**config.mk**
```make
export PLATFORM = sky130hd
export DESIGN_NAME = mes_status_regs
export DESIGN_NICKNAME = d
export VERILOG_FILES = /design/src/rtl/mes_pkg.sv /design/src/rtl/mes_status_regs.sv
export SDC_FILE = /design/constraint.sdc
export NUM_CORES = 1
export LEC_CHECK = 0
export ABC_AREA = 1
export CORE_MARGIN = 5
export CORE_UTILIZATION = 60
export DETAILED_ROUTE_END_ITERATION = 10
export DONT_BUFFER_PORTS = 1
export PLACE_DENSITY_LB_ADDON = 0.12
export REMOVE_ABC_BUFFERS = 1
export SLEW_MARGIN = 10
export SYNTH_ARGS = -nofsm -noshare
export SYNTH_HDL_FRONTEND = slang
export SYNTH_SLANG_ARGS = --single-unit
```
**constraint.sdc**
```tcl
create_clock -name i_ref_clk -period 9.9 [get_ports i_ref_clk]
set_clock_uncertainty 0.2 [all_clocks]
set_input_delay 1.98 -clock i_ref_clk [delete_from_list [all_inputs] [get_ports i_ref_clk]]
set_output_delay 1.98 -clock i_ref_clk [all_outputs]
set_load 0.1 [all_outputs]
```
**src/rtl/mes_pkg.sv**
```systemverilog
// Package: register map, field layout and timing for the motion event status bank
package mes_pkg;

  // ***************************************************************
  // Register offsets (printed offsets are not multiples of four,
  // so they are indices and the byte address is four times that)
  // ***************************************************************
  localparam logic [7:0] IDX_TEMPERATURE_READING = 8'h08;
  localparam logic [7:0] IDX_MOTION_EVENT_STATUS = 8'h09;
  localparam logic [7:0] IDX_FIFO_EVENT_STATUS = 8'h0a;
  localparam logic [7:0] IDX_TAP_SLOPE_ORIGIN = 8'h0b;
  localparam logic [7:0] IDX_ATTITUDE_HIGHG_STATUS = 8'h0c;
  // Own registers: latch mode, enables, interrupt status and mask
  localparam logic [7:0] IDX_LATCH_MODE = 8'h20;
  localparam logic [7:0] IDX_EVENT_ENABLE = 8'h21;
  localparam logic [7:0] IDX_IRQ_STATUS = 8'h22;
  localparam logic [7:0] IDX_IRQ_MASK = 8'h23;

  // ***************************************************************
  // Field positions and widths
  // ***************************************************************
  localparam int NUM_EVENTS = 11;
  // Event vector order: bits 7..0 motion byte, 10..8 fifo byte
  localparam int EV_LOW = 0;
  localparam int EV_HIGH = 1;
  localparam int EV_SLOPE = 2;
  localparam int EV_NOMOT = 3;
  localparam int EV_DTAP = 4;
  localparam int EV_STAP = 5;
  localparam int EV_ORIENT = 6;
  localparam int EV_FLAT = 7;
  localparam int EV_FFULL = 8;
  localparam int EV_WM = 9;
  localparam int EV_DRDY = 10;
  localparam int FIFO_BYTE_LSB = 5;

  // ***************************************************************
  // Reset values and latch modes
  // ***************************************************************
  localparam logic [1:0] LATCH_NONE = 2'h0;
  localparam logic [1:0] LATCH_TEMP = 2'h1;
  localparam logic [1:0] LATCH_PERM = 2'h2;
  localparam logic [1:0] RST_LATCH_MODE = 2'h0;
  localparam logic [10:0] RST_EVENT_ENABLE = 11'h000;
  localparam logic [10:0] RST_IRQ_MASK = 11'h000;

  // ***************************************************************
  // Timing
  // ***************************************************************
  localparam int CLK_HZ = 25000000;
  localparam int TEMP_LATCH_US = 250;
  localparam int TEMP_LATCH_CYC = (TEMP_LATCH_US * (CLK_HZ / 1000000));

  // Engine inputs grouped together
  typedef struct packed {
    logic [10:0] pulse;   // Engine trigger levels, event order
    logic [3:0] tap_origin; // Sign, z, y, x
    logic [3:0] slope_origin;
    logic [3:0] highg_origin;
    logic flat;
    logic [2:0] orient;
    logic orient_block;
  } mes_engine_t;

endpackage

```
**src/rtl/mes_status_regs.sv**
```systemverilog
// Motion event status bank with APB register slave and interrupt
//
// The implementer's own choice: the APB register port.
`timescale 1ns/1ps
`default_nettype none

// Functional notes
// Temperature byte, two's complement, zero is 23C
// Flag set on trigger, zero when idle
// Latch mode: permanent, timed, or non-latched
// Flags report only when function enabled
// Motion byte: flat..low-g, bit 7 down
// Fifo byte: ready, watermark, full in 7..5
// Software writes zero to reserved bits
// Tap origin: sign bit 7, z y x
// Slope origin: sign bit 3, z y x
// Attitude bit 7 flat, needs flat enable
// Attitude bit 6 z facing up/down
// Attitude bits 5:4 x-y orientation code
// Orientation bits ignore latch mode
// Orientation holds while blocking condition active
// Attitude high-g sign and axis bits
// Five status registers are read-only
module mes_status_regs #(
  parameter int TEMP_LATCH_CYCLES = mes_pkg::TEMP_LATCH_CYC
) (
  input wire logic i_ref_clk,
  input wire logic i_rst,
  // APB slave
  input wire logic i_psel,
  input wire logic i_penable,
  input wire logic i_pwrite,
  input wire logic [11:0] i_paddr,
  input wire logic [31:0] i_pwdata,
  output logic [31:0] o_prdata,
  output logic o_pready,
  output logic o_pslverr,
  // Detection engines, same clock
  input wire mes_pkg::mes_engine_t i_engine,
  input wire logic [7:0] i_temperature,
  // Interrupt level
  output logic o_irq
);
  import mes_pkg::*;

  // Refuse a hold span outside 1..1000000; zero would end every timed hold at once
  if (TEMP_LATCH_CYCLES < 1 || TEMP_LATCH_CYCLES > 1000000) begin : g_bad_span
    $error("TEMP_LATCH_CYCLES out of range");
  end

  // ***************************************************************
  // State
  // ***************************************************************
  logic [7:0] temperature_reading; // Chip temperature copy
  logic [10:0] flag; // Latched event flags
  logic [10:0] engine_q; // Previous enabled engine level, for edges
  logic [3:0] tap_origin; // Origin of last tap
  logic [3:0] slope_origin; // Origin of last slope
  logic [3:0] highg_origin; // Origin of last high-g
  logic flat_q; // Flat position
  logic [2:0] orient_q; // Live orientation code
  logic [1:0] latch_mode; // Software latch mode
  logic [10:0] event_enable; // Software enables
  logic [10:0] irq_status; // Sticky interrupt status
  logic [10:0] irq_mask; // Interrupt mask
  logic [31:0] timer; // Timed latch counter
  logic [10:0] trig; // Enabled engine levels
  logic [10:0] rise; // Enabled rising edges
  logic access; // APB access phase
  logic wr; // Write taken this cycle
  logic [9:0] idx; // Register index
  logic [10:0] w1c; // Status clear vector

  // ***************************************************************
  // Decode
  // ***************************************************************
  assign access = i_psel && i_penable;
  // Writes land only on the answering edge, so a wait state never repeats a clear
  assign wr = access && i_pwrite && o_pready;
  // Byte lane bits dropped; an unaligned address maps to its enclosing word
  assign idx = i_paddr[11:2];
  assign trig = i_engine.pulse & event_enable;
  assign rise = trig & ~engine_q;
  assign w1c = (wr && idx == {2'h0, IDX_IRQ_STATUS}) ? i_pwdata[10:0] : 11'h000;

  // Software writes zero to reserved bits; they read zero anyway
  function automatic logic [7:0] fifo_byte(input logic [10:0] f);
    fifo_byte = {f[EV_DRDY], f[EV_WM], f[EV_FFULL], 5'h00};
  endfunction

  // ***************************************************************
  // Temperature copy, host cannot write it
  // ***************************************************************
  // Held in a flop so a read never sees a byte mid-change
  // Engine value passes straight through; zero means 23C
  always_ff @(posedge i_ref_clk or posedge i_rst) begin
    if (i_rst) begin
      temperature_reading <= 8'h00;
    end else begin
      temperature_reading <= i_temperature;
    end
  end

  // ***************************************************************
  // Edge history of engine levels
  // ***************************************************************
  // Gated levels, so enabling a busy engine counts as a new edge
  always_ff @(posedge i_ref_clk or posedge i_rst) begin
    if (i_rst) begin
      engine_q <= 11'h000;
    end else begin
      engine_q <= trig;
    end
  end

  // ***************************************************************
  // Timed latch counter, restarted by any new event
  // ***************************************************************
  always_ff @(posedge i_ref_clk or posedge i_rst) begin
    if (i_rst) begin
      timer <= 32'h0;
    end else if (|rise) begin
      // Any fresh event restarts the full hold span
      timer <= 32'(TEMP_LATCH_CYCLES);
    end else if (timer != 32'h0) begin
      timer <= timer - 32'h1;
    end
  end

  // ***************************************************************
  // Event flags with latch mode
  // ***************************************************************
  // Non-latched follows the engine; timed holds until counter ends
  always_ff @(posedge i_ref_clk or posedge i_rst) begin
    if (i_rst) begin
      flag <= 11'h000;
    end else begin
      case (latch_mode)
        LATCH_NONE: begin
          flag <= trig;
        end
        LATCH_TEMP: begin
          // Idle or ending counter: fall back to the live level, so flags
          // carried over from permanent mode cannot stay set forever
          if (timer <= 32'h1 && ~|rise) begin
            flag <= trig;
          end else begin
            flag <= flag | trig;
          end
        end
        LATCH_PERM: begin
          flag <= flag | trig;
        end
        default: begin
          flag <= trig;
        end
      endcase
    end
  end

  // ***************************************************************
  // Origin bytes, captured on each enabled trigger
  // ***************************************************************
  always_ff @(posedge i_ref_clk or posedge i_rst) begin
    if (i_rst) begin
      tap_origin <= 4'h0;
      slope_origin <= 4'h0;
      highg_origin <= 4'h0;
    end else begin
      // A held level keeps the origin; only a fresh enabled edge moves it
      if (rise[EV_STAP] || rise[EV_DTAP]) begin
        tap_origin <= i_engine.tap_origin;
      end
      if (rise[EV_SLOPE]) begin
        slope_origin <= i_engine.slope_origin;
      end
      if (rise[EV_HIGH]) begin
        highg_origin <= i_engine.highg_origin;
      end
    end
  end

  // ***************************************************************
  // Attitude: live, no latching, orientation frozen while blocked
  // ***************************************************************
  always_ff @(posedge i_ref_clk or posedge i_rst) begin
    if (i_rst) begin
      flat_q <= 1'b0;
      orient_q <= 3'h0;
    end else begin
      // Flat means nothing while its enable is off, so it reads zero
      flat_q <= i_engine.flat && event_enable[EV_FLAT];
      // Orientation ignores latching but freezes while blocked
      if (!i_engine.orient_block) begin
        orient_q <= i_engine.orient;
      end
    end
  end

  // ***************************************************************
  // Own control registers and sticky interrupt status
  // ***************************************************************
  // Set wins over a clear in the same cycle
  // The status bank itself has no write path at all
  always_ff @(posedge i_ref_clk or posedge i_rst) begin
    if (i_rst) begin
      latch_mode <= RST_LATCH_MODE;
      event_enable <= RST_EVENT_ENABLE;
      irq_mask <= RST_IRQ_MASK;
      irq_status <= 11'h000;
    end else begin
      irq_status <= (irq_status & ~w1c) | rise;
      if (wr && idx == {2'h0, IDX_LATCH_MODE}) begin
        latch_mode <= i_pwdata[1:0];
      end
      if (wr && idx == {2'h0, IDX_EVENT_ENABLE}) begin
        event_enable <= i_pwdata[10:0];
      end
      if (wr && idx == {2'h0, IDX_IRQ_MASK}) begin
        irq_mask <= i_pwdata[10:0];
      end
    end
  end

  // ***************************************************************
  // Interrupt output, registered
  // ***************************************************************
  always_ff @(posedge i_ref_clk or posedge i_rst) begin
    if (i_rst) begin
      o_irq <= 1'b0;
    end else begin
      // Next status used, so the pin changes on the same edge as the status
      o_irq <= |(((irq_status & ~w1c) | rise) & irq_mask);
    end
  end

  // ***************************************************************
  // APB read and answer: one wait state, pready in cycle 2 of access
  // ***************************************************************
  // Read data taken at the access edge and stands with pready
  // Writes to the status bank are ignored without error
  always_ff @(posedge i_ref_clk or posedge i_rst) begin
    if (i_rst) begin
      o_prdata <= 32'h0;
      o_pready <= 1'b0;
      o_pslverr <= 1'b0;
    end else if (access && !o_pready) begin
      o_pready <= 1'b1;
      o_pslverr <= 1'b0;
      case (idx)
        {2'h0, IDX_TEMPERATURE_READING}: o_prdata <= {24'h0, temperature_reading};
        {2'h0, IDX_MOTION_EVENT_STATUS}: o_prdata <= {24'h0, flag[7:0]};
        {2'h0, IDX_FIFO_EVENT_STATUS}: o_prdata <= {24'h0, fifo_byte(flag)};
        {2'h0, IDX_TAP_SLOPE_ORIGIN}: o_prdata <= {24'h0, tap_origin, slope_origin};
        {2'h0, IDX_ATTITUDE_HIGHG_STATUS}: begin
          o_prdata <= {24'h0, flat_q, orient_q, highg_origin};
        end
        {2'h0, IDX_LATCH_MODE}: o_prdata <= {30'h0, latch_mode};
        {2'h0, IDX_EVENT_ENABLE}: o_prdata <= {21'h0, event_enable};
        {2'h0, IDX_IRQ_STATUS}: o_prdata <= {21'h0, irq_status};
        {2'h0, IDX_IRQ_MASK}: o_prdata <= {21'h0, irq_mask};
        default: begin
          o_prdata <= 32'h0;
          o_pslverr <= 1'b1; // Unmapped address
        end
      endcase
    end else begin
      o_pready <= 1'b0;
      o_pslverr <= 1'b0;
    end
  end
endmodule

`default_nettype wire

```
# After elaboration in Yosys (flattened, before gate mapping)
# Index checks and enable logic that the tools add are counted.
[totals]
register_bits = 148
in_bits = 85
output_inout_bits = 35
elab_cells = 65
[op_classes]
n_addsub = 1
magnitude_cmp = 1
eq_ne = 11
mux = 9
n_bitwise = 8
reduce_logical = 18
[op_table]
columns = ["op", "count"]
rows = [
  ["11-bit one-hot mux with 9 select lines", 1],
  ["32-bit two-way mux", 2],
  ["10-bit by 4-bit == test with 1-bit output (second input constant)", 5],
  ["11-bit bitwise AND", 4],
  ["10-bit by 6-bit == test with 1-bit output (second input constant)", 4],
  ["32-bit by 1-bit less-or-equal comparator with 1-bit output (second input constant)", 1],
  ["32-bit nonzero test", 1],
  ["32-bit by 1-bit subtractor with 32-bit output (second input constant)", 1],
  ["11-bit two-way mux", 2],
  ["11-bit NOT", 2],
  ["11-bit OR", 2],
  ["11-bit one-hot mux with 2 select lines", 1],
  ["11-bit OR reduction", 2],
  ["1-bit logical AND", 10],
  ["9-bit OR reduction", 1],
  ["1-bit two-way mux", 3],
  ["2-bit by 1-bit == test with 1-bit output (second input constant)", 1],
  ["2-bit == test (second input constant)", 1],
  ["1-bit zero test", 2],
  ["2-bit nonzero test", 1],
  ["1-bit logical OR", 1],
]

# Depth between registers and ports, before layout
# Gate-level depths: netlist of run 1.
[depth]
ltp_word = 10
mapped_depth = 12
depth_no_buf = 11

# Least setup slack after synthesis of run 1
# OpenSTA, ideal clock, no wires.
[synth_path]
kind = "input port to flip-flop"
start = "input i_engine[18] in the netlist's numbering"
end = "register flag[2]"
setup_time_ps = 135
arrival_ps = 2931
required_time_ps = 9565
setup_slack_ps = 6634
cell_stages = 9
path_buffers = 1
path_cell_list = "nand2_1 > nor2_2 > nor2_1 > nand2_1 > nor2_4 > nand2_2 > buf_6 > nand3_1 > o21ai_0"
[synth_via]
elab_chain_cells = 7
[synth_rtl]
columns = ["item", "line_no", "rtl"]
rows = [
  ["start: declaration", "mes_status_regs.sv:39", "input wire mes_pkg::mes_engine_t i_engine,"],
  ["11-bit bitwise AND", "mes_status_regs.sv:82", "assign trig = i_engine.pulse & event_enable;"],
  ["11-bit bitwise AND", "mes_status_regs.sv:83", "assign rise = trig & ~engine_q;"],
  ["11-bit OR reduction", "mes_status_regs.sv:145", "if (timer <= 32'h1 && ~|rise) begin"],
  ["1-bit zero test", "mes_status_regs.sv:145", ""],
  ["1-bit logical AND", "mes_status_regs.sv:145", ""],
  ["11-bit two-way mux", "mes_status_regs.sv:145", ""],
  ["11-bit one-hot mux with 2 select lines", "mes_status_regs.sv:138", "case (latch_mode)"],
  ["end signal: assignment", "mes_status_regs.sv:140", "flag <= trig;"],
  ["end signal: assignment", "mes_status_regs.sv:146", "flag <= trig;"],
  ["end signal: assignment", "mes_status_regs.sv:148", "flag <= flag | trig;"],
  ["end: declaration", "mes_status_regs.sv:55", "logic [10:0] flag;"],
]
# No other way between the ends.
# A chain may end at the register's enable or synchronous reset.

# Final worst setup path of run 1
[layout_path]
start = "input i_psel"
end = "register o_pslverr"
[layout_via]
elab_chain_cells = 3
[layout_rtl]
columns = ["item", "line_no", "rtl"]
rows = [
  ["start: declaration", "mes_status_regs.sv:30", "input wire logic i_psel,"],
  ["1-bit logical AND", "mes_status_regs.sv:77", "assign access = i_psel && i_penable;"],
  ["1-bit logical AND", "mes_status_regs.sv:247", "end else if (access && !o_pready) begin"],
  ["1-bit two-way mux", "mes_status_regs.sv:247", ""],
  ["end signal: assignment", "mes_status_regs.sv:246", "o_pslverr <= 1'b0;"],
  ["end signal: assignment", "mes_status_regs.sv:249", "o_pslverr <= 1'b0;"],
  ["end signal: assignment", "mes_status_regs.sv:264", "o_pslverr <= 1'b1;"],
  ["end: declaration", "mes_status_regs.sv:37", "output logic o_pslverr,"],
]
# No other way between the ends.

==> results of run 1 <==
## cells in the final DEF (no fill, tap or decap), drive strengths merged, types with 2 or more instances in the layout
cell,n
nor3,27
nor2,113
xor2,21
nor4,2
a31oi,2
ha,5
mux2,4
nand3,44
a21oi,12
clkbuf,23
o21ai,50
inv,91
dfrtp,127
nand2,231
bufinv,3
or2,5
buf,3
conb,21
clkinv,3
nand4,40
## cell families (layout without fill, tap and decap cells)
| group | Yosys count | in the layout | synth area share |
|---|---|---|---|
| AND/OR/NAND/NOR | 463 | 463 | 0.327 |
| buffers and inverters | 131 | 124 | 0.0945 |
| flip-flops | 127 | 127 | 0.478 |
| AO/OA/AOI/OAI | 69 | 69 | 0.0544 |
| XOR/XNOR | 22 | 22 | 0.0290 |
| adder cells (fa/ha/maj) | 5 | 5 | 0.00941 |
| multiplexers | 4 | 4 | 0.00678 |
| other | 1 | 21 | 0.000564 |
## worst max-delay path, stage by stage
cell and delay [ns]:
nand2_1 0.05, nor2_1 0.89, inv_1 0.59, nor4_1 0.45
## worst max-delay path by stage
| stage | start | to | slack (ns) | depth (start not counted) |
|---|---|---|---|---|
| 2_1_floorplan | i_rst | engine_q[0]$_DFF_PP0_ | 4.34 | 1 |
| 3_3_place_gp | i_psel | o_pslverr$_DFF_PP0_ | 5.64 | 4 |
| 3_5_place_dp | i_psel | o_pslverr$_DFF_PP0_ | 5.63 | 4 |
| 4_1_cts | i_psel | o_pslverr$_DFF_PP0_ | 6.16 | 4 |
| 5_1_grt | i_psel | o_pslverr$_DFF_PP0_ | 5.94 | 4 |
| 6_report | i_psel | o_pslverr$_DFF_PP0_ | 6.14 | 4 |
## per-layer routing
metal  vias to the layer above  global-route usage  wire length [um]
met4                         0              0.0782               259
met1                      2630               0.377              7250
met3                        28              0.0779              1670
li1                       2602                   -                 -
met5                         -                   0                 0
met2                       240               0.383              7290
## cell type report
cell class / count / area (um2)
inverters: 91 / 347
repair buffers: 3 / 22.5
fillers: 931 / 3640
clock buffers: 23 / 447
well taps: 140 / 175
multi-input cells: 584 / 2920
flip-flops and latches: 127 / 3180
clock inverters: 7 / 113
## flip-flops by register name (all words and copies together) (netlist names), 4 cells and up
| name | count |
|---|---|
| temperature_reading | 8 |
| o_prdata | 11 |
| slope_origin | 4 |
| irq_status | 11 |
| flag | 11 |
| engine_q | 11 |
| event_enable | 11 |
| tap_origin | 4 |
| timer | 32 |
| irq_mask | 11 |
| highg_origin | 4 |
## stage by stage
stage          cell area [um2]   util  hold WS (ns)  instances
5_1_grt                   7200  0.664         0.324        975
3_3_place_gp              6640  0.612         0.264        945
2_1_floorplan             6440      -         0.242        802
3_5_place_dp              6640  0.612         0.263        945
4_1_cts                   7200  0.664         0.293        975
6_report                  7200  0.664         0.295        975
## power groups by stage
stage / Sequential [uW] / Clock (uW) / Combinational [uW]
6_report: 592 / 602 / 157
4_1_cts: 592 / 608 / 158
5_1_grt: 596 / 635 / 175
2_1_floorplan: 592 / 0 / 135
3_3_place_gp: 599 / 0 / 152
3_5_place_dp: 600 / 0 / 157
==> metrics list, run 1 <==
- Outcome: complete, no violations
* Count of cells along the worst hold path: 2
- Most frequently used cell type in the post-synthesis netlist: nand2_1
- Antenna diode count: 0
- The worst setup path is captured at a register.
- The max-slew violation count came to 0.
- Count of buffers added by post-CTS timing repair for setup: 0
- The internal power of the cells totals 982 uW.
- Buffers placed on the I/O ports in this run total 0.
- Area share of the leading cell type in the synthesized netlist: 0.478
- In this run, distinct cell masters in the synthesized netlist total 43.
- H-tree depth: 4
- Ports: 120
- The path with the worst hold slack has its endpoint at irq_status[0]$_DFF_PP0_.
- Of the total power, combinational logic draws 0.117.
- Pin count of the biggest net entering global routing: 73
- The first TritonRoute pass finished after 5 iterations.
- In this run the most critical hold path is launched from irq_status[0]$_DFF_PP0_.
- CP Data Arrival Time: 3.97 ns
- Max frequency: 266 MHz
- Leakage component of the power: 0.00356 uW
- Post-synth EDFFs: 0
- The synthesized design contains 127 register bits.
- Net count reported at finish: 914
- By area the synthesized netlist is led by dfrtp_1, nand2_1, nor2_1.
* Clk pin slew, worst setup/hold paths: 0.06 ns
* Clock network latency to the later pin of the worst-skew pair: 0.53 ns
- Sequential cell area fraction in the yosys report: 0.478
* Tot GR Track Use: 0.261
* Fraction of the cycle the final worst path needs: 0.380
- Vias per cell: 5.64
- For this configuration, the core starts out at a cell density of 0.613.
* Worst setup path category: primary input to register
- Count of vias placed by the detailed router: 5500
- The clock passes through at most 2 buffers.
- The final number of hold-violating endpoints came to 0.
- Summed negative setup slack over all endpoints: 0 ns
- The die covers 13300 um2.
* # setup viols final: 0
- Clock tree from TritonCTS: yes
* Worst reg-to-reg path cell count: 3
* Wire length of the first global-routing pass: 26.6 mm
* Max VDD drop: 0.231 mV
- At the pin with the least slew margin, the transition time is 1.20 ns.
* Async S/R FF share, synth: 1.00
- Beginning of the worst register-to-register path: o_pready$_DFF_PP0_
- Of the cells placed in the final design, the portion with a size suffix greater than 1 is 0.0874.
* Synthesis Warnings: 0
- Hold buffer count at CTS: 0
- After synthesis the cells add up to 6650 um2.
- Synthesized instance count: 822
- Share of power burned in registers: 0.438
- Total overflow reported by the global router: 0
* Startpoint types: primary input
- The analysis attributes to net switching a power of 369 uW.
* Floorplan Core Area: 10800 um2
- Minimum setup slack among reg-to-reg paths: 6.71 ns
- After layout, the design draws a total of 1350 uW.
- The number of antenna violations at the first check in global routing came to 0.
- CTS Root Cell: clkbuf_8
* Detail-routed net length per standard cell: 16.9 um
- Number of gates resized after cts: 0
* Data required time at the worst endpoint: 10.11 ns
- The area growth from synthesis to layout is 8.28%.
- Aggregate routed wire length: 16.5 mm
- Placed wire-length estimate: 11.7 mm
- Die outline width: 115 um
- Power density relative to cell area: 188 nW/um2
- Post-synth top area cell: dfrtp_1
- The clock period could shrink to 3.76 ns.
* Smallest setup slack after layout: 6.14 ns
- Clock tree synthesis inserted a total of 17 buffers.
- The number of global-route vias before repair was 5227.
* Worst hold-check path type: register to register
* Clk network pwr share: 0.445
- The floorplan step set the die height to 115 um.
- Most used DFF post-synth: dfrtp_1
- In this run the worst path has a maximum fanout of 13.
- Commonest cells post-synth: nand2_1, dfrtp_1, nor2_1, inv_1, nand3_1
- Reg-to-reg endpoint: o_pslverr$_DFF_PP0_
- Number of nets with antenna violations after detailed routing: 0
- At the end of routability-driven placement, the weighted congestion stood at 0.922.
* Row count: 38
* Unrepaired setup endpoints after global routing: no
- Drt first-iter violations: 547
* Clock Sink Count: 127
- Remaining routing DRC violations: 0
- Maxcap violations: 0
- Slew margin rel.: 0.199
* Fraction of power spent switching nets: 0.273
- DP Worst Slack: 5.63 ns
- Per-instance average area after synthesis: 8.09 um2
No activity file was read; power rests on OpenSTA's default activity.
==> run 2: changes to the inputs <==
--- a/config.mk
+++ b/config.mk
@@ -5,9 +5,9 @@
 export SDC_FILE = /design/constraint.sdc
 export NUM_CORES = 1
 export LEC_CHECK = 0
-export ABC_AREA = 1
+export ABC_AREA = 0
 export CORE_MARGIN = 5
-export CORE_UTILIZATION = 60
+export CORE_UTILIZATION = 58
 export DETAILED_ROUTE_END_ITERATION = 10
 export DONT_BUFFER_PORTS = 1
 export PLACE_DENSITY_LB_ADDON = 0.12
==> constraint.sdc (replaced) <==
create_clock -name i_ref_clk -period 3.3 [get_ports i_ref_clk]
set_clock_uncertainty 0.2 [all_clocks]
set_input_delay 0.66 -clock i_ref_clk [delete_from_list [all_inputs] [get_ports i_ref_clk]]
set_output_delay 0.66 -clock i_ref_clk [all_outputs]
set_load 0.1 [all_outputs]
==> run 2 against run 1 <==
Against the previous run:
- the flow now finishes with violations (negative hold slack)
- combinational power increased to 2.6 times the previous value
- sequential share of layout area is 0.23 points lower
- first-iteration DRC count decreased by 25%
==> metrics list, run 2 <==
* Commonest cells post-synth: dfrtp_1, nand2_1, mux2_2, o21ai_0, a21oi_1
* Clock tree from TritonCTS: yes
* Proportion of power drawn by combinational gates: 0.106 (-0.011)
- The detailed-route vias per instance came to 6.30 (+12%).
- Cell Area, Synth: 6480 um2 (-2.5%)
* Tot GR Track Use: 0.262 (+0.00119)
* Antenna diode count: 0 (unchanged)
- The cell area after placement is 6620 um2 (-0.26%).
- Drt first pass iters: 6 (+1)
- Most frequently used cell type in the post-synthesis netlist: dfrtp_1
- The final reports fail on negative hold slack.
* Number of nets with antenna violations after detailed routing: 0 (unchanged)
* Top sig layer: met4
- Fraction of the cycle the final worst path needs: 0.901
- The headroom to the max-slew limit came to 0.375 (+0.175).
* Maximum buffer depth of the clock tree: 2 (unchanged)
* Floorplan Core Area: 10900 um2 (+0.44%)
- Static timing analysis puts the maximum clock frequency at 336 MHz.
- Sequential cell area fraction in the yosys report: 0.490 (+0.0122)
- Power consumption: 3830 uW (+180%)
* Hold Fails Final Rpt: 15 (+15)
- The clock sink count came to 127 (unchanged).
* Final Cell Area: 7230 um2 (+0.52%)
* Synthesized instance count: 613 (-25%)
- The tightest min-delay check is of the primary input to async pin type.
* Area share of the leading cell type in the synthesized netlist: 0.490 (+0.0122)
- The met2 wirelength from detailed routing was 7.64 mm (+4.7%).
- Pin count of the biggest net entering global routing: 70 (-4.1%)
* Unrepaired setup endpoints after global routing: no
- CP Data Arrival Time: 3.19 ns (-0.78 ns)
* Ports: 120 (unchanged)
- Data required time at the worst endpoint: 3.52 ns (-6.59 ns)
* Post-synth top area cell: dfrtp_1
* # setup viols final: 0 (unchanged)
- The final wirelength was 16.4 mm (-0.66%).
- Wire length of the first global-routing pass: 26.5 mm (-0.31%)
- Outcome: complete, but fails checks
* Number of input and output port buffers inserted: 0 (unchanged)
* Remaining routing DRC violations: 0 (unchanged)
* Die outline width: 116 um (+0.40%)
* Cts bufs inserted: 17 (unchanged)
* Largest fanout on the critical path: 11 (-2)
* Share of power burned in registers: 0.452 (+0.014)
- Among all flip-flop cells after synthesis, the most frequent one is dfrtp_1.
- The fraction of synthesis flops using an asynchronous set or reset pin came to 1.00 (unchanged).
- H-tree depth: 4 (unchanged)
- Synthesis Warnings: 0 (unchanged)
- The share of the core filled with cells in the final layout was 0.664 (about the same).
- Met3 WL post-DR: 1.48 mm (-11%)
- Total overflow reported by the global router: 0 (unchanged)
- Ranked by flip-flop count, first place goes to timer.
- The summed negative setup slack over all endpoints came to 0 ns (unchanged).
- The via count of the routed design came to 4949 (-10%).
- The clock period could shrink to 2.97 ns.
- CTS Root Cell: clkbuf_8
- The maximum vdd ir drop was 0.428 mV (+85%).
- The worst setup path is launched from a register.
- Filler cell count in the final layout: 844 (-9.3%)
- The DRC violation total after the first TritonRoute iteration was 409 (-25%).
- STA classifies the critical path endpoint as a register.
* Number of global-route vias before repair: 4967 (-5.0%)
- Net switching power figure: 1020 uW (+180%)
- The switching power as a share of total power came to 0.266 (-0.00744).
- Compared with the post-synthesis result, the final layout area differs by 11.6%.
* FF+latch count, synth: 127 (unchanged)
- Number of antenna violations at the first check in global routing: 0 (unchanged)
* Tightest hold margin: -0.0332 ns (-0.328 ns)
* Net count reported at finish: 722 (-21%)
- Maxcap violations: 0 (unchanged)
- The routed length on met1 came to 6.97 mm (-3.9%).
- Number of non-filler instances in the completed layout: 785 (-19%)
- The number of library cell types mapped by synthesis came to 63 (+47%).
- Cell-internal power: 2810 uW (+190%)
* Placed wire-length estimate: 11.4 mm (-2.7%)
- Most frequent standard cell in the layout excluding fill and tap cells: dfrtp_1
- Row count: 38 (unchanged)
* Most frequent cells in the layout: dfrtp_1, nand2_1, mux2_2
* Detail-routed net length per standard cell: 20.9 um (+23%)
- The slew at the pin with the worst max-slew slack came to 0.938 ns (-0.258 ns).
* Post-synth EDFFs: 0 (unchanged)
- Hold buffer count at CTS: 8 (+8)
- Initial cell density of the core: 0.595 (-0.0178)
* Clk pin slew, worst setup/hold paths: 0.06 ns (about the same)
- The part of the power in the clock network came to 0.442 (-0.003).
* Number of gates resized after cts: 0 (unchanged)
- Clock network latency to the later pin of the worst-skew pair: 0.53 ns (about the same)
- Die footprint: 13400 um2 (+0.80%)
* Last weighted congestion value of the routability-driven placer: 0.854 (-7.4%)
* Worst setup path category: register to register
- The static leakage power came to 0.00319 uW (-11%).
- The share of cells above drive strength 1 was 0.189 (+0.102).
* Slew Viols, Final: 0 (unchanged)
- Power density relative to cell area: 530 nW/um2 (+180%)
- Per-instance average area after synthesis: 10.6 um2 (+31%)
- The number of cells in the design after placement came to 745 (-21%).
- Biggest area contributors in the synthesized netlist: dfrtp_1, mux2_2, nand2_1
* Die extent in y: 116 um (+0.40%)
- Count of buffers added by post-CTS timing repair for setup: 0 (unchanged)
- The number of flip-flops under the largest register name came to 32 (unchanged).
==> run 2: power by group through the flow <==
stage / logic, uW / clock network (uW) / registers [uW]
5_1_grt: 451 / 1810 / 1740
4_1_cts: 405 / 1720 / 1730
6_report: 407 / 1700 / 1730
3_5_place_dp: 396 / 0 / 1750
3_3_place_gp: 382 / 0 / 1750
2_1_floorplan: 312 / 0 / 1740
==> run 2: cell type report <==
cell class,count,area [um2],share of cell area
inverter,9,36.3,0.00502
tap,140,175,0.0242
clock buffer,25,474,0.0655
timing repair buffer,32,273,0.0377
sequential,127,3180,0.439
multi-input combinational,445,3040,0.420
clock inverter,7,60.1,0.00830
==> run 2: worst paths after layout <==
check | depth (start not counted) | slack, ns | start | end
max in group asynchronous | 2 | 2.20 | i_rst | flag[8]$_DFF_PP0_
min in group i_ref_clk | 2 | 0.04 | i_engine[11] | slope_origin[2]$_DFFE_PP0P_
hold reg to reg | 2 | 0.28 | slope_origin[2]$_DFFE_PP0P_ | slope_origin[2]$_DFFE_PP0P_
setup reg to reg | 5 | 0.33 | timer[24]$_DFFE_PP0P_ | flag[10]$_DFF_PP0_
setup / recovery | 5 | 0.33 | timer[24]$_DFFE_PP0P_ | flag[10]$_DFF_PP0_
hold / removal | 1 | -0.03 | i_rst | flag[10]$_DFF_PP0_
==> run 2: per-layer routing <==
layer  track usage  vias to the layer above
li1              -                     2271
met1         0.344                     2453
met2         0.406                      203
met3        0.0997                       22
met4        0.0851                        0
met5             0                        -
==> run 2: through the flow <==
stage	hold WS, ns	setup WS, ns
after CTS	0.0129	0.386
after global placement	0.257	0.443
after detailed placement	0.256	0.396
after floorplan	0.240	-0.944
final	-0.0332	0.327
after global routing	0.0145	0.268
==> run 2: worst max-delay path, stage by stage, from the launching register on <==
cell     delay (ns)
dfrtp_1        0.41
or4_1          0.63
nor3_1         0.43
nand4_1        0.20
o41a_1         0.62
a22o_2         0.37
==> run 2: cell families after synthesis <==
group	synth area share
mux	0.110
xor+xnor	0.00135
other cells	0.000579
fa+ha+maj	0.00965
simple gates	0.216
compound gates	0.120
buf+inv	0.0525
flops	0.490
==> run 3: changes to the inputs <==
--- a/config.mk
+++ b/config.mk
@@ -7,7 +7,7 @@
 export LEC_CHECK = 0
 export ABC_AREA = 0
 export CORE_MARGIN = 5
-export CORE_UTILIZATION = 58
+export CORE_UTILIZATION = 60
 export DETAILED_ROUTE_END_ITERATION = 10
 export DONT_BUFFER_PORTS = 1
 export PLACE_DENSITY_LB_ADDON = 0.12
==> constraint.sdc (replaced) <==
create_clock -name i_ref_clk -period 3.6 [get_ports i_ref_clk]
set_clock_uncertainty 0.2 [all_clocks]
set_input_delay 0.72 -clock i_ref_clk [delete_from_list [all_inputs] [get_ports i_ref_clk]]
set_output_delay 0.72 -clock i_ref_clk [all_outputs]
set_load 0.1 [all_outputs]
==> run 3 against run 2 <==
Against the previous run:
- the run now ends clean
- die area fell by 3.1%
- total power fell by 6.9%
- sequential power fell by 8%
- via count rose by 0.42%
- largest power group is now the clock network
- highest routed layer unchanged
==> metrics list, run 3 (synthesis results as in run 2) <==
- Most frequent cells in the layout: dfrtp_1, nand2_1, mux2_2
* Capture endpoint of the worst hold path: slope_origin[0]$_DFFE_PP0P_
- CP Data Arrival Time: 3.11 ns (-0.08 ns)
* Last weighted congestion value of the routability-driven placer: 0.868 (+1.7%)
* Leakage component of the power: 0.00315 uW (-1.1%)
- The portion of the clock cycle consumed by the worst path in the final layout is 0.801 (-0.0994).
* Unrepaired setup endpoints after global routing: no
- Most frequent standard cell in the layout excluding fill and tap cells: dfrtp_1
- The worst register-to-register path ends at flag[10]$_DFF_PP0_.
- Startpoint of the tightest hold check path: i_engine[9]
- The timing-limited maximum frequency is 347 MHz (+3.0%).
- Count of vias placed by the detailed router: 4970 (+0.42%)
* Number of input and output port buffers inserted: 0 (unchanged)
- Pin count of the biggest net entering global routing: 81 (+16%)
- TritonCTS built the clock tree.
- Detail-routed net length per standard cell: 21.1 um (+1.1%)
* Fraction of the core area covered by cells at the end of the flow: 0.675 (+0.0106)
- Outcome: complete, no violations
* Family with the most delay on the worst path: simple AND/OR/NAND/NOR gates
* Area added between synthesis and finish: 11.4%
* Top sig layer: met4
- The y dimension of the die came to 114 um (-1.5%).
- Ports: 120 (unchanged)
- The slew at the pin with the worst max-slew slack was 0.957 ns (+0.0190 ns).
- Hold buffer count at CTS: 9 (+1)
- Number of gates resized after cts: 0 (unchanged)
- Beginning of the worst register-to-register path: timer[24]$_DFFE_PP0P_
- Total overflow reported by the global router: 0 (unchanged)
- Floorplan Core Area: 10700 um2 (-1.7%)
* Wire length on met2: 8.41 mm (+10%)
* Cts bufs inserted: 17 (unchanged)
* Share of cells above drive strength 1: 0.188 (-0.00135)
- Filler cell count in the final layout: 810 (-4.0%)
- The max-slew violation count came to 0 (unchanged).
- The total power per unit cell area is 494 nW/um2 (-6.8%).
- The critical path in this run is classified as register to register.
- Initial cell density of the core: 0.606 (+0.0106)
* CTS Root Cell: clkbuf_8
* Flip-flop count of the largest register after layout: 32 (unchanged)
- The number of antenna-violating nets in the routed design is 0 (unchanged).
- The stage delay of the slowest cell on the critical path was 0.62 ns (about the same).
- Startpoint types: register
- The final setup violation count is 0 (unchanged).
* Slowest stage cell on the critical path: or4_1
- H-tree depth: 4 (unchanged)
- The critical path starts at timer[24]$_DFFE_PP0P_.
- Count of cells along the worst hold path: 2
- The logic depth of the worst register-to-register path came to 5 (unchanged).
* Largest fanout on the critical path: 11 (unchanged)
* Worst hold-check path type: primary input to register
- The detailed-route vias per instance was 6.38 (+1.2%).
* Number of global-route vias before repair: 4993 (+0.52%)
- Routed metal-1 wire length: 6.47 mm (-7.2%)
* Net count reported at finish: 716 (-0.83%)
- Hold Fails Final Rpt: 0 (-15)
- Tot GR Track Use: 0.264 (+0.00146)
* Slew margin rel.: 0.362 (-0.0127)
- The global-route wire length before repair is 26.1 mm (-1.6%).
* Drt first-iter violations: 415 (+1.5%)
- Clock network latency to the later pin of the worst-skew pair: 0.54 ns (about the same)
- Row count: 38 (unchanged)
- Critical Path, Cell by Cell: or4_1 > nor3_1 > nand4_1 > o41a_1 > a22o_2
* Count of buffers added by post-CTS timing repair for setup: 0 (unchanged)
- Maximum buffer depth of the clock tree: 2 (unchanged)
- The critical path data required time came to 3.82 ns (+0.30 ns).
* Clk pin slew, worst setup/hold paths: 0.06 ns (about the same)
- Aggregate routed wire length: 16.4 mm (+0.36%)
* Buffers & Inverters on Critical Path: 0 (unchanged)
- Max VDD drop: 0.403 mV (-5.7%)
- The clock period minus worst slack came to 2.89 ns (-0.0875 ns).
- The flop-to-flop setup slack was 0.71 ns (+0.39 ns).
* Drt first pass iters: 5 (-1)
- Clock Sink Count: 127 (unchanged)
* Antenna diode count: 0 (unchanged)
* Remaining routing DRC violations: 0 (unchanged)
- Met3 WL post-DR: 1.06 mm (-29%)
- Number of antenna violations at the first check in global routing: 0 (unchanged)
- timer holds more flip-flops than any other register.
* Die outline width: 114 um (-1.5%)
- The max-capacitance violation count was 0 (unchanged).
- Die footprint: 13000 um2 (-3.1%)
- Placed wire-length estimate: 11.2 mm (-2.1%)
* Type of element capturing the critical path: register
- Summed negative setup slack over all endpoints: 0 ns (unchanged)
==> run 3: worst register-to-register path: stages (launching register included) <==
cell and delay [ns]:
dfrtp_1 0.42, or4_1 0.62, nor3_1 0.39, nand4_1 0.17, o41a_1 0.61, a22o_2 0.37
==> run 3: area by class of cell <==
cell class              instances  area (um2)  share of cell area
well taps                     140         175              0.0243
multi-input cells             445        3040               0.421
repair buffers                 26         230              0.0319
clock inverters                12         109              0.0151
flip-flops and latches        127        3180               0.440
inverters                       9        36.3             0.00502
clock buffers                  20         455              0.0631
==> run 3: layer usage <==
layer | GRT usage | vias to the layer above
li1 | - | 2257
met4 | 0.111 | 0
met3 | 0.0753 | 51
met1 | 0.318 | 2481
met5 | 0 | -
met2 | 0.444 | 181
==> run 3: per-stage QoR <==
stage | cells | total power, uW | instance area (um2) | hold slack, ns | setup WS (ns)
2_1_floorplan | 581 | 1880 | 6250 | 0.240 | -0.704
4_1_cts | 779 | 3590 | 7220 | 0.0733 | 0.711
6_report | 779 | 3570 | 7220 | 0.0843 | 0.715
3_3_place_gp | 738 | 1950 | 6570 | 0.267 | 0.676
3_5_place_dp | 738 | 1960 | 6570 | 0.269 | 0.619
5_1_grt | 779 | 3710 | 7220 | 0.0739 | 0.528
==> run 3: power by group <==
| part | internal [uW] | switching, uW | total (uW) |
|---|---|---|---|
| Clock | 970 | 649 | 1620 |
| Sequential | 1510 | 83.7 | 1590 |
| Combinational | 103 | 256 | 360 |
| Total | 2580 | 989 | 3570 |
==> run 3: worst max-delay path by stage <==
stage	slack, ns	end	cells after the start
4_1_cts	0.71	flag[10]$_DFF_PP0_	5
3_5_place_dp	0.62	irq_mask[8]$_DFFE_PP0P_	7
6_report	0.71	flag[10]$_DFF_PP0_	5
3_3_place_gp	0.68	irq_mask[10]$_DFFE_PP0P_	7
2_1_floorplan	-0.70	engine_q[0]$_DFF_PP0_	1
5_1_grt	0.53	flag[10]$_DFF_PP0_	5
